**src/hmf_pkg.sv**
```systemverilog
// Shared constants and types for the host MAC receive address filter.
package hmf_pkg;

  // Register indices; the APB byte address is four times the index.
  localparam logic [5:0] IDX_CTRL = 6'h01;
  localparam logic [5:0] IDX_ADDRH = 6'h02;
  localparam logic [5:0] IDX_ADDRL = 6'h03;
  localparam logic [5:0] IDX_HASHH = 6'h04;
  localparam logic [5:0] IDX_HASHL = 6'h05;
  localparam logic [5:0] IDX_STAT = 6'h09;

  // Control register fields and reset values.
  localparam int RX_ENABLE_BIT = 2;
  localparam int PASS_ALL_BIT = 19;
  localparam logic [31:0] CTRL_MASK = 32'h00080004;
  localparam logic [31:0] CTRL_RST = 32'h00000000;
  localparam logic [15:0] ADDRH_RST = 16'hFFFF;
  localparam logic [31:0] ADDRL_RST = 32'h0FFFFFFF;
  localparam logic [31:0] HASH_RST = 32'h00000000;

  // Status register fields.
  localparam int STAT_DONE_BIT = 0;
  localparam int STAT_ACC_BIT = 1;
  localparam int STAT_BUSY_BIT = 2;

  // Loader byte addresses that feed the station address.
  localparam logic [7:0] EE_ADDRL_B0 = 8'h01;
  localparam logic [7:0] EE_ADDRL_B1 = 8'h02;
  localparam logic [7:0] EE_ADDRL_B2 = 8'h03;
  localparam logic [7:0] EE_ADDRL_B3 = 8'h04;
  localparam logic [7:0] EE_ADDRH_B0 = 8'h05;
  localparam logic [7:0] EE_ADDRH_B1 = 8'h06;

  // Hash engine constants.
  localparam logic [31:0] CRC_POLY = 32'h04C11DB7;
  localparam logic [31:0] CRC_INIT = 32'hFFFFFFFF;
  localparam logic [2:0] CRC_FIRST = 3'h1;
  localparam logic [2:0] CRC_LAST = 3'h5;

  // One byte written by the power-on loader.
  typedef struct packed {
    logic valid;
    logic [7:0] addr;
    logic [7:0] data;
  } hmf_ee_wr_t;

  // One frame offered by the switch fabric; da[7:0] is the first byte on the wire.
  typedef struct packed {
    logic valid;
    logic [47:0] da;
  } hmf_frame_t;

  typedef enum logic {HMF_IDLE, HMF_HASH} hmf_state_t;

endpackage

```
**src/hmf_crc.sv**
```systemverilog
// Byte-serial CRC-32 engine that yields the six-bit group hash index.
module hmf_crc (
  input wire logic clk_in,
  input wire logic rstn_in,
  input wire logic start_in,
  input wire logic [47:0] da_in,
  output logic done_out,
  output logic [5:0] index_out
);

  logic [31:0] crc, next_crc;
  logic [39:0] rest, next_rest;
  logic [2:0] cnt, next_cnt;
  logic busy, next_busy;
  logic done, next_done;

  // Folds one byte into the CRC, least significant bit first as on the wire.
  function automatic logic [31:0] crc_byte(input logic [31:0] c, input logic [7:0] b);
    logic [31:0] r;
    logic fb;
    r = c;
    for (int i = 0; i < 8; i++)
    begin
      fb = r[31] ^ b[i];
      r = {r[30:0], 1'b0};
      if (fb)
      begin
        r = r ^ hmf_pkg::CRC_POLY;
      end
    end
    return r;
  endfunction

  // One byte per cycle; six bytes take six edges from the start.
  always_comb
  begin
    next_crc = crc;
    next_rest = rest;
    next_cnt = cnt;
    next_busy = busy;
    next_done = 1'b0;
    if (start_in)
    begin
      next_crc = crc_byte(hmf_pkg::CRC_INIT, da_in[7:0]);
      next_rest = da_in[47:8];
      next_cnt = hmf_pkg::CRC_FIRST;
      next_busy = 1'b1;
    end
    else if (busy)
    begin
      next_crc = crc_byte(crc, rest[7:0]);
      next_rest = {8'h00, rest[39:8]};
      next_cnt = cnt + 3'h1;
      next_busy = (cnt != hmf_pkg::CRC_LAST);
      next_done = (cnt == hmf_pkg::CRC_LAST);
    end
  end

  // Engine state registers.
  always_ff @(posedge clk_in or negedge rstn_in)
  begin
    if (!rstn_in)
    begin
      crc <= 32'h00000000;
      rest <= 40'h0000000000;
      cnt <= 3'h0;
      busy <= 1'b0;
      done <= 1'b0;
    end
    else
    begin
      crc <= next_crc;
      rest <= next_rest;
      cnt <= next_cnt;
      busy <= next_busy;
      done <= next_done;
    end
  end

  // The index is the top six CRC bits and is meaningful while done is high.
  assign done_out = done;
  assign index_out = crc[31:26];

endmodule

```
**src/hmf_decide.sv**
```systemverilog
// Accept or reject decision for one destination address.
module hmf_decide (
  input wire logic [47:0] da_in,
  input wire logic [47:0] station_in,
  input wire logic [63:0] table_in,
  input wire logic [5:0] index_in,
  input wire logic pass_all_in,
  output logic accept_out
);

  // Individual addresses must match the station; broadcast always passes.
  always_comb
  begin
    if (!da_in[0])
    begin
      accept_out = (da_in == station_in);
    end
    else if (&da_in)
    begin
      accept_out = 1'b1;
    end
    else
    begin
      accept_out = pass_all_in | table_in[index_in];
    end
  end

endmodule

```
**src/hmf_filter.sv**
```systemverilog
// Host MAC receive address filter with APB registers and loader fill.
// Overview of operation
// - Receive enable bit set lets frames in; clear means no frame is taken.
// - Loader byte 05h fills address high bits 7:0, byte 06h bits 15:8.
// - Loader bytes 01h to 04h fill address low, 01h lowest, 04h highest.
// - Address is undefined until load ends; host writes only after that.
// - High register holds address 47:32 in 15:0; bits 31:16 read zero.
// - 64-bit hash table; index top bit picks register, rest picks bit.
// - Index 000000 picks low bit 0; 111111 picks high bit 31.
// - Multicast frame accepted when selected table bit is one, else rejected.
// - Pass all multicast bit accepts every multicast frame regardless of table.
// - Table only judges frames the fabric already delivered to this MAC.
// - Upper and lower hash registers hold table halves, reset to zero.
module hmf_filter (
  input wire logic CLK_IN,
  input wire logic RESETN_IN,
  input wire logic PSEL_IN,
  input wire logic PENABLE_IN,
  input wire logic PWRITE_IN,
  input wire logic [7:0] PADDR_IN,
  input wire logic [31:0] PWDATA_IN,
  input wire logic [3:0] PSTRB_IN,
  output logic [31:0] PRDATA_OUT,
  output logic PREADY_OUT,
  output logic PSLVERR_OUT,
  input wire hmf_pkg::hmf_ee_wr_t EE_WR_IN,
  input wire logic EE_DONE_IN,
  input wire hmf_pkg::hmf_frame_t FRAME_IN,
  output logic FRAME_READY_OUT,
  output logic RX_VALID_OUT,
  output logic RX_ACCEPT_OUT
);

  logic [31:0] ctrl, next_ctrl;
  logic [15:0] addr_hi, next_addr_hi;
  logic [31:0] addr_lo, next_addr_lo;
  logic [31:0] hash_hi, next_hash_hi;
  logic [31:0] hash_lo, next_hash_lo;
  logic load_done, next_load_done;
  logic [31:0] next_prdata;
  logic next_pready, next_pslverr;
  hmf_pkg::hmf_state_t state, next_state;
  logic [47:0] da_q, next_da_q;
  logic next_ready, next_rx_valid, next_rx_accept;
  logic last_accept, next_last_accept;
  logic [5:0] sel;
  logic setup, wr, take, crc_done, accept;
  logic [5:0] crc_index;
  logic [31:0] rd_data;
  logic mapped;

  // Merges write data into an old value under the APB byte strobes.
  function automatic logic [31:0] merge(input logic [31:0] old, input logic [31:0] wd, input logic [3:0] strb);
    logic [31:0] r;
    r = old;
    for (int i = 0; i < 4; i++)
    begin
      if (strb[i])
      begin
        r[8*i +: 8] = wd[8*i +: 8];
      end
    end
    return r;
  endfunction

  // Bus decode; addresses above the register window are unmapped.
  assign sel = PADDR_IN[7:2];
  assign setup = PSEL_IN & ~PENABLE_IN;
  assign wr = PSEL_IN & PENABLE_IN & PWRITE_IN & PREADY_OUT;
  assign take = FRAME_IN.valid & FRAME_READY_OUT;

  // Read mux; the high address register returns zero above bit 15.
  always_comb
  begin
    mapped = 1'b1;
    case (sel)
      hmf_pkg::IDX_CTRL: rd_data = ctrl;
      hmf_pkg::IDX_ADDRH: rd_data = {16'h0000, addr_hi};
      hmf_pkg::IDX_ADDRL: rd_data = addr_lo;
      hmf_pkg::IDX_HASHH: rd_data = hash_hi;
      hmf_pkg::IDX_HASHL: rd_data = hash_lo;
      hmf_pkg::IDX_STAT:
      begin
        rd_data = 32'h00000000;
        rd_data[hmf_pkg::STAT_DONE_BIT] = load_done;
        rd_data[hmf_pkg::STAT_ACC_BIT] = last_accept;
        rd_data[hmf_pkg::STAT_BUSY_BIT] = (state == hmf_pkg::HMF_HASH);
      end
      default:
      begin
        rd_data = 32'h00000000;
        mapped = 1'b0;
      end
    endcase
  end

  // APB answer: ready and data are registered in the setup cycle, so every
  // access completes in its first access cycle.
  always_comb
  begin
    next_pready = setup;
    next_prdata = setup ? rd_data : 32'h00000000;
    next_pslverr = setup & ~mapped;
  end

  always_ff @(posedge CLK_IN or negedge RESETN_IN)
  begin
    if (!RESETN_IN)
    begin
      PREADY_OUT <= 1'b0;
      PRDATA_OUT <= 32'h00000000;
      PSLVERR_OUT <= 1'b0;
    end
    else
    begin
      PREADY_OUT <= next_pready;
      PRDATA_OUT <= next_prdata;
      PSLVERR_OUT <= next_pslverr;
    end
  end

  // Register file. The loader owns the station address until it reports
  // completion; host writes before that are dropped so the fill is not torn.
  always_comb
  begin
    next_ctrl = ctrl;
    next_addr_hi = addr_hi;
    next_addr_lo = addr_lo;
    next_hash_hi = hash_hi;
    next_hash_lo = hash_lo;
    next_load_done = load_done | EE_DONE_IN;
    if (wr)
    begin
      case (sel)
        hmf_pkg::IDX_CTRL: next_ctrl = merge(ctrl, PWDATA_IN, PSTRB_IN) & hmf_pkg::CTRL_MASK;
        hmf_pkg::IDX_ADDRH:
        begin
          if (load_done)
          begin
            next_addr_hi = 16'(merge({16'h0000, addr_hi}, PWDATA_IN, PSTRB_IN));
          end
        end
        hmf_pkg::IDX_ADDRL:
        begin
          if (load_done)
          begin
            next_addr_lo = merge(addr_lo, PWDATA_IN, PSTRB_IN);
          end
        end
        hmf_pkg::IDX_HASHH: next_hash_hi = merge(hash_hi, PWDATA_IN, PSTRB_IN);
        hmf_pkg::IDX_HASHL: next_hash_lo = merge(hash_lo, PWDATA_IN, PSTRB_IN);
        default: next_ctrl = ctrl;
      endcase
    end
    if (EE_WR_IN.valid & ~load_done)
    begin
      case (EE_WR_IN.addr)
        hmf_pkg::EE_ADDRL_B0: next_addr_lo[7:0] = EE_WR_IN.data;
        hmf_pkg::EE_ADDRL_B1: next_addr_lo[15:8] = EE_WR_IN.data;
        hmf_pkg::EE_ADDRL_B2: next_addr_lo[23:16] = EE_WR_IN.data;
        hmf_pkg::EE_ADDRL_B3: next_addr_lo[31:24] = EE_WR_IN.data;
        hmf_pkg::EE_ADDRH_B0: next_addr_hi[7:0] = EE_WR_IN.data;
        hmf_pkg::EE_ADDRH_B1: next_addr_hi[15:8] = EE_WR_IN.data;
        default: next_addr_hi = next_addr_hi;
      endcase
    end
  end

  always_ff @(posedge CLK_IN or negedge RESETN_IN)
  begin
    if (!RESETN_IN)
    begin
      ctrl <= hmf_pkg::CTRL_RST;
      addr_hi <= hmf_pkg::ADDRH_RST;
      addr_lo <= hmf_pkg::ADDRL_RST;
      hash_hi <= hmf_pkg::HASH_RST;
      hash_lo <= hmf_pkg::HASH_RST;
      load_done <= 1'b0;
    end
    else
    begin
      ctrl <= next_ctrl;
      addr_hi <= next_addr_hi;
      addr_lo <= next_addr_lo;
      hash_hi <= next_hash_hi;
      hash_lo <= next_hash_lo;
      load_done <= next_load_done;
    end
  end

  // Hash engine and decision for the frame in flight.
  hmf_crc u_crc (
    .clk_in(CLK_IN),
    .rstn_in(RESETN_IN),
    .start_in(take),
    .da_in(FRAME_IN.da),
    .done_out(crc_done),
    .index_out(crc_index)
  );

  hmf_decide u_decide (
    .da_in(da_q),
    .station_in({addr_hi, addr_lo}),
    .table_in({hash_hi, hash_lo}),
    .index_in(crc_index),
    .pass_all_in(ctrl[hmf_pkg::PASS_ALL_BIT]),
    .accept_out(accept)
  );

  // Frame intake. Only frames the fabric offers are judged; the fabric alone
  // decides what is offered. A frame already taken finishes even if the
  // receiver is disabled meanwhile.
  always_comb
  begin
    next_state = state;
    next_da_q = da_q;
    next_rx_valid = 1'b0;
    next_rx_accept = 1'b0;
    next_last_accept = last_accept;
    case (state)
      hmf_pkg::HMF_IDLE:
      begin
        if (take)
        begin
          next_state = hmf_pkg::HMF_HASH;
          next_da_q = FRAME_IN.da;
        end
      end
      hmf_pkg::HMF_HASH:
      begin
        if (crc_done)
        begin
          next_state = hmf_pkg::HMF_IDLE;
          next_rx_valid = 1'b1;
          next_rx_accept = accept;
          next_last_accept = accept;
        end
      end
      default: next_state = hmf_pkg::HMF_IDLE;
    endcase
    next_ready = (next_state == hmf_pkg::HMF_IDLE) & next_ctrl[hmf_pkg::RX_ENABLE_BIT];
  end

  always_ff @(posedge CLK_IN or negedge RESETN_IN)
  begin
    if (!RESETN_IN)
    begin
      state <= hmf_pkg::HMF_IDLE;
      da_q <= 48'h000000000000;
      FRAME_READY_OUT <= 1'b0;
      RX_VALID_OUT <= 1'b0;
      RX_ACCEPT_OUT <= 1'b0;
      last_accept <= 1'b0;
    end
    else
    begin
      state <= next_state;
      da_q <= next_da_q;
      FRAME_READY_OUT <= next_ready;
      RX_VALID_OUT <= next_rx_valid;
      RX_ACCEPT_OUT <= next_rx_accept;
      last_accept <= next_last_accept;
    end
  end

  // Helper terms that only the checks below read.
  logic chk_group, chk_bcast, chk_bit;
  logic [63:0] chk_table;
  assign chk_group = da_q[0];
  assign chk_bcast = &da_q;
  assign chk_table = {hash_hi, hash_lo};
  assign chk_bit = chk_table[crc_index];
endmodule

```
**config.mk**
```make
export PLATFORM = sky130hd
export DESIGN_NAME = hmf_filter
export DESIGN_NICKNAME = d
export VERILOG_FILES = /design/src/hmf_pkg.sv /design/src/hmf_crc.sv /design/src/hmf_decide.sv /design/src/hmf_filter.sv
export SDC_FILE = /design/constraint.sdc
export NUM_CORES = 1
export LEC_CHECK = 0
export BUFFER_PORTS_ARGS = -buffer_cell sky130_fd_sc_hd__buf_2
export CORE_MARGIN = 2
export CORE_UTILIZATION = 64
export DETAILED_ROUTE_END_ITERATION = 10
export HOLD_SLACK_MARGIN = 0.08
export PLACE_DENSITY_LB_ADDON = 0.08
export SYNTH_ARGS = -nofsm -noshare
export SYNTH_HDL_FRONTEND = slang
export SYNTH_SLANG_ARGS = --single-unit
```
**constraint.sdc**
```tcl
create_clock -name CLK_IN -period 3.4 [get_ports CLK_IN]
set_input_delay 0.68 -clock CLK_IN [delete_from_list [all_inputs] [get_ports CLK_IN]]
set_output_delay 0.68 -clock CLK_IN [all_outputs]
set_load 0.1 [all_outputs]
```
==> results.py <==
metrics = {
    "clock_network": {
        "cts_resized": 0,
        "cts_hold_buf": 0,
        "cts.clk_slew.worst_paths_ns": 0.06,
        "cts.sinks": 279,
        "h-tree-depth": 1,
        "root_buffer": "clkbuf_16",
        "cts_tree": "done",
        "worst_skew_pair.late_latency_ns": 0.56,
        "postCtsSetupRepairBufs": 0,
        "clk_path_buf_depth": 3,
        "cts_buffers": 29,
    },
    "layout": {
        "final_cells": 1700,
        "final_cell_mix": "234 x dfrtp_1, 149 x buf_2, 114 x mux2_2",
        "finalNetCount": 1515,
        "syn2layout_area_growth_pct": 14.7,
        "finalInstanceArea_um2": 16500,
        "layout-drive-gt1-share_pct": 30.6,
        "final_common_cell": "dfrtp_1",
        "diodes": 0,
        "n_fill_cell": 1498,
    },
    "setup_path": {
        "crit_fanout": 17,
        "crit_required_ns": 3.79,
        "rr_endpoint": "RX_ACCEPT_OUT",
        "critPathArrivalTime_ns": 3.01,
        "cp-start-kind": "register",
        "end_kind": "register",
        "rr_startpoint": "u_crc.crc[26]",
        "ff2ff_setup_slack_ns": 0.78,
        "rr_worst_depth": 7,
        "criticalPathCategory": "reg -> reg",
    },
    "global_route": {
        "grt_pass1_wl_um": 61900,
        "gr-total-overflow": 0,
        "grt.total_usage_pct": 33.8,
        "grt_pass1_vias": 10700,
        "antenna_found_initial": 0,
        "grt_max_degree": 110,
    },
    "floorplan": {
        "die_h_um": 154,
        "coreArea_um2": 22000,
        "start_util_pct": 65.7,
        "die_area_um2": 23800,
        "io_pins": 153,
        "die_width_um": 154,
        "rows": 54,
    },
    "power": {
        "powerDensity_nw_per_um2": 657,
        "p_leak_nw": 7.59,
        "irDropWorstVdd_mv": 0.447,
    },
    "detailed_routing": {
        "route.detailed.drc": 0,
        "via_count": 10709,
        "routed_wl_um": 39500,
        "drt-pass1-iter-count": 5,
        "wl_per_cell_um": 23.2,
        "dr.first_iter.drc_count": 895,
        "ant_nets": 0,
        "drt-vias-per-instance": 6.30,
    },
    "timing": {
        "finalHoldViolCount": 0,
        "tns_ns": 0,
        "fmax_mhz": 382,
        "finalCriticalPeriod_ns": 2.62,
        "worstMarginPinSlew_ns": 0.998,
        "fin_crit_sh_pct": 76.9,
        "slew-limit-headroom_pct": 33.4,
        "rsz0062_at_grt": "no",
        "skew_ns": 0.0113,
        "slew_violations": 0,
        "fin_ws_ns": 0.785,
        "setup_viol": 0,
    },
    "synth": {
        "syn_avg_cell_area_um2": 11.5,
        "syn_area_um2": 14400,
        "ys.flop_type": "dfrtp_1",
        "yosys_warnings": 0,
        "synth_cells": 1258,
        "async_reset_ff_share_pct": 100,
        "ys_types": 67,
        "synth_fp_nets": 1376,
        "synth_edf_count": 0,
        "seq_area_frac_synth_pct": 48.8,
        "yosys_register_bits": 279,
    },
    "hold_path": {
        "hold_path.class": "in -> async",
    },
    "outcome": {
        "status": "complete, no violations",
    },
    "place": {
        "gp_congestion": 0.945,
        "io_buffers": 150,
        "place_hpwl_um": 27900,
        "place_ws_ns": 0.685,
        "dp.cells": 1646,
        "dpl-instance-area_um2": 15500,
    },
    "flow_run": {
        "drv_cap": 0,
    },
}
power breakdown:
group	total [mW]	switching (mW)	internal [mW]	leakage, nW
Combinational	3.48	1.76	1.72	3.48
Clock	3.38	1.35	2.03	0.492
Sequential	4.02	0.397	3.63	3.63
Total	10.9	3.51	7.37	7.59
synth_stat cells, types with 5 or more instances:
library cell,number,area share (%)
mux4_2,15,2.3
a22oi_1,33,1.7
buf_1,5,0.13
o21ai_0,53,1.8
nor3_1,8,0.28
o21ai_1,11,0.38
xor2_1,67,4.1
dfrtp_1,235,41
nand4_1,16,0.69
a31oi_1,10,0.43
xnor2_1,79,4.8
nand2_1,97,2.5
nand3_1,15,0.52
mux2_2,114,8.9
a21oi_1,77,2.7
mux2i_1,107,7.4
nor4_1,16,0.69
nor2_1,87,2.3
and3_1,9,0.39
inv_1,7,0.18
a22o_1,12,0.73
dfstp_2,44,8.0
clkbuf_1,53,1.4
nor2_4,10,0.78
layer usage:
layer  global-route usage [%]  part of all wire, %  up-vias  routed length [um]
li1                         -                    -     4762                   -
met1                     47.6                   41     5363               16400
met2                     53.4                   47      484               18600
met3                     6.23                  8.1      100                3180
met4                     11.9                  3.4        0                1350
met5                        0                    0        -                   0
through the flow:
step,power [mW],utilization [%],hold slack [ns]
2_1_floorplan,6.64,-,0.384
5_1_grt,11.4,75.4,0.226
3_5_place_dp,7.49,70.7,0.489
6_report,10.9,75.4,0.171
3_3_place_gp,7.40,70.7,0.481
4_1_cts,10.9,75.4,0.198
kinds of logic after synthesis:
kind of cell / after synthesis / share of synthesized area [%]
AO/OA/AOI/OAI: 217 / 9.00
XOR/XNOR: 159 / 10.9
adder cells (fa/ha/maj): 2 / 0.173
buffers and inverters: 75 / 2.14
flip-flops: 279 / 48.8
multiplexers: 236 / 18.7
AND/OR/NAND/NOR: 290 / 10.4
how the worst max path moves through the flow:
stage | startpoint | end | cells after the start
final | u_crc.crc[26] | RX_ACCEPT_OUT | 7
after global routing | u_crc.crc[26] | RX_ACCEPT_OUT | 7
after CTS | u_crc.crc[26] | RX_ACCEPT_OUT | 7
after detailed placement | PADDR_IN[5] | hash_lo[10] | 6
after global placement | PADDR_IN[5] | hash_hi[14] | 6
after floorplan | PADDR_IN[5] | hash_lo[0] | 7
registers in the layout, summed over array words and instances (netlist names), 16 cells and up:
register    flops
addr_hi        16
u_crc.crc      32
da_q           48
addr_lo        32
u_crc.rest     40
PRDATA_OUT     32
hash_hi        32
hash_lo        32
area by class of cell:
cell class                 count  area [um2]  share of cell area [%]
timing repair buffer         175        1010                    6.11
tap                          280         350                    2.12
clock buffer                  41         841                    5.08
sequential                   279        7040                    42.5
clock inverter                13         183                    1.10
multi-input combinational    904        7090                    42.9
inverter                       8        30.0                   0.181
critical path: stages, from the launching register on:
cell and delay [ns]:
dfrtp_1 0.51, buf_12 0.25, mux4_2 0.57, mux2i_1 0.31, a31oi_1 0.13, o211a_1 0.17
o311ai_1 0.33, nand2_1 0.17
(Power assumes the default switching activity.)
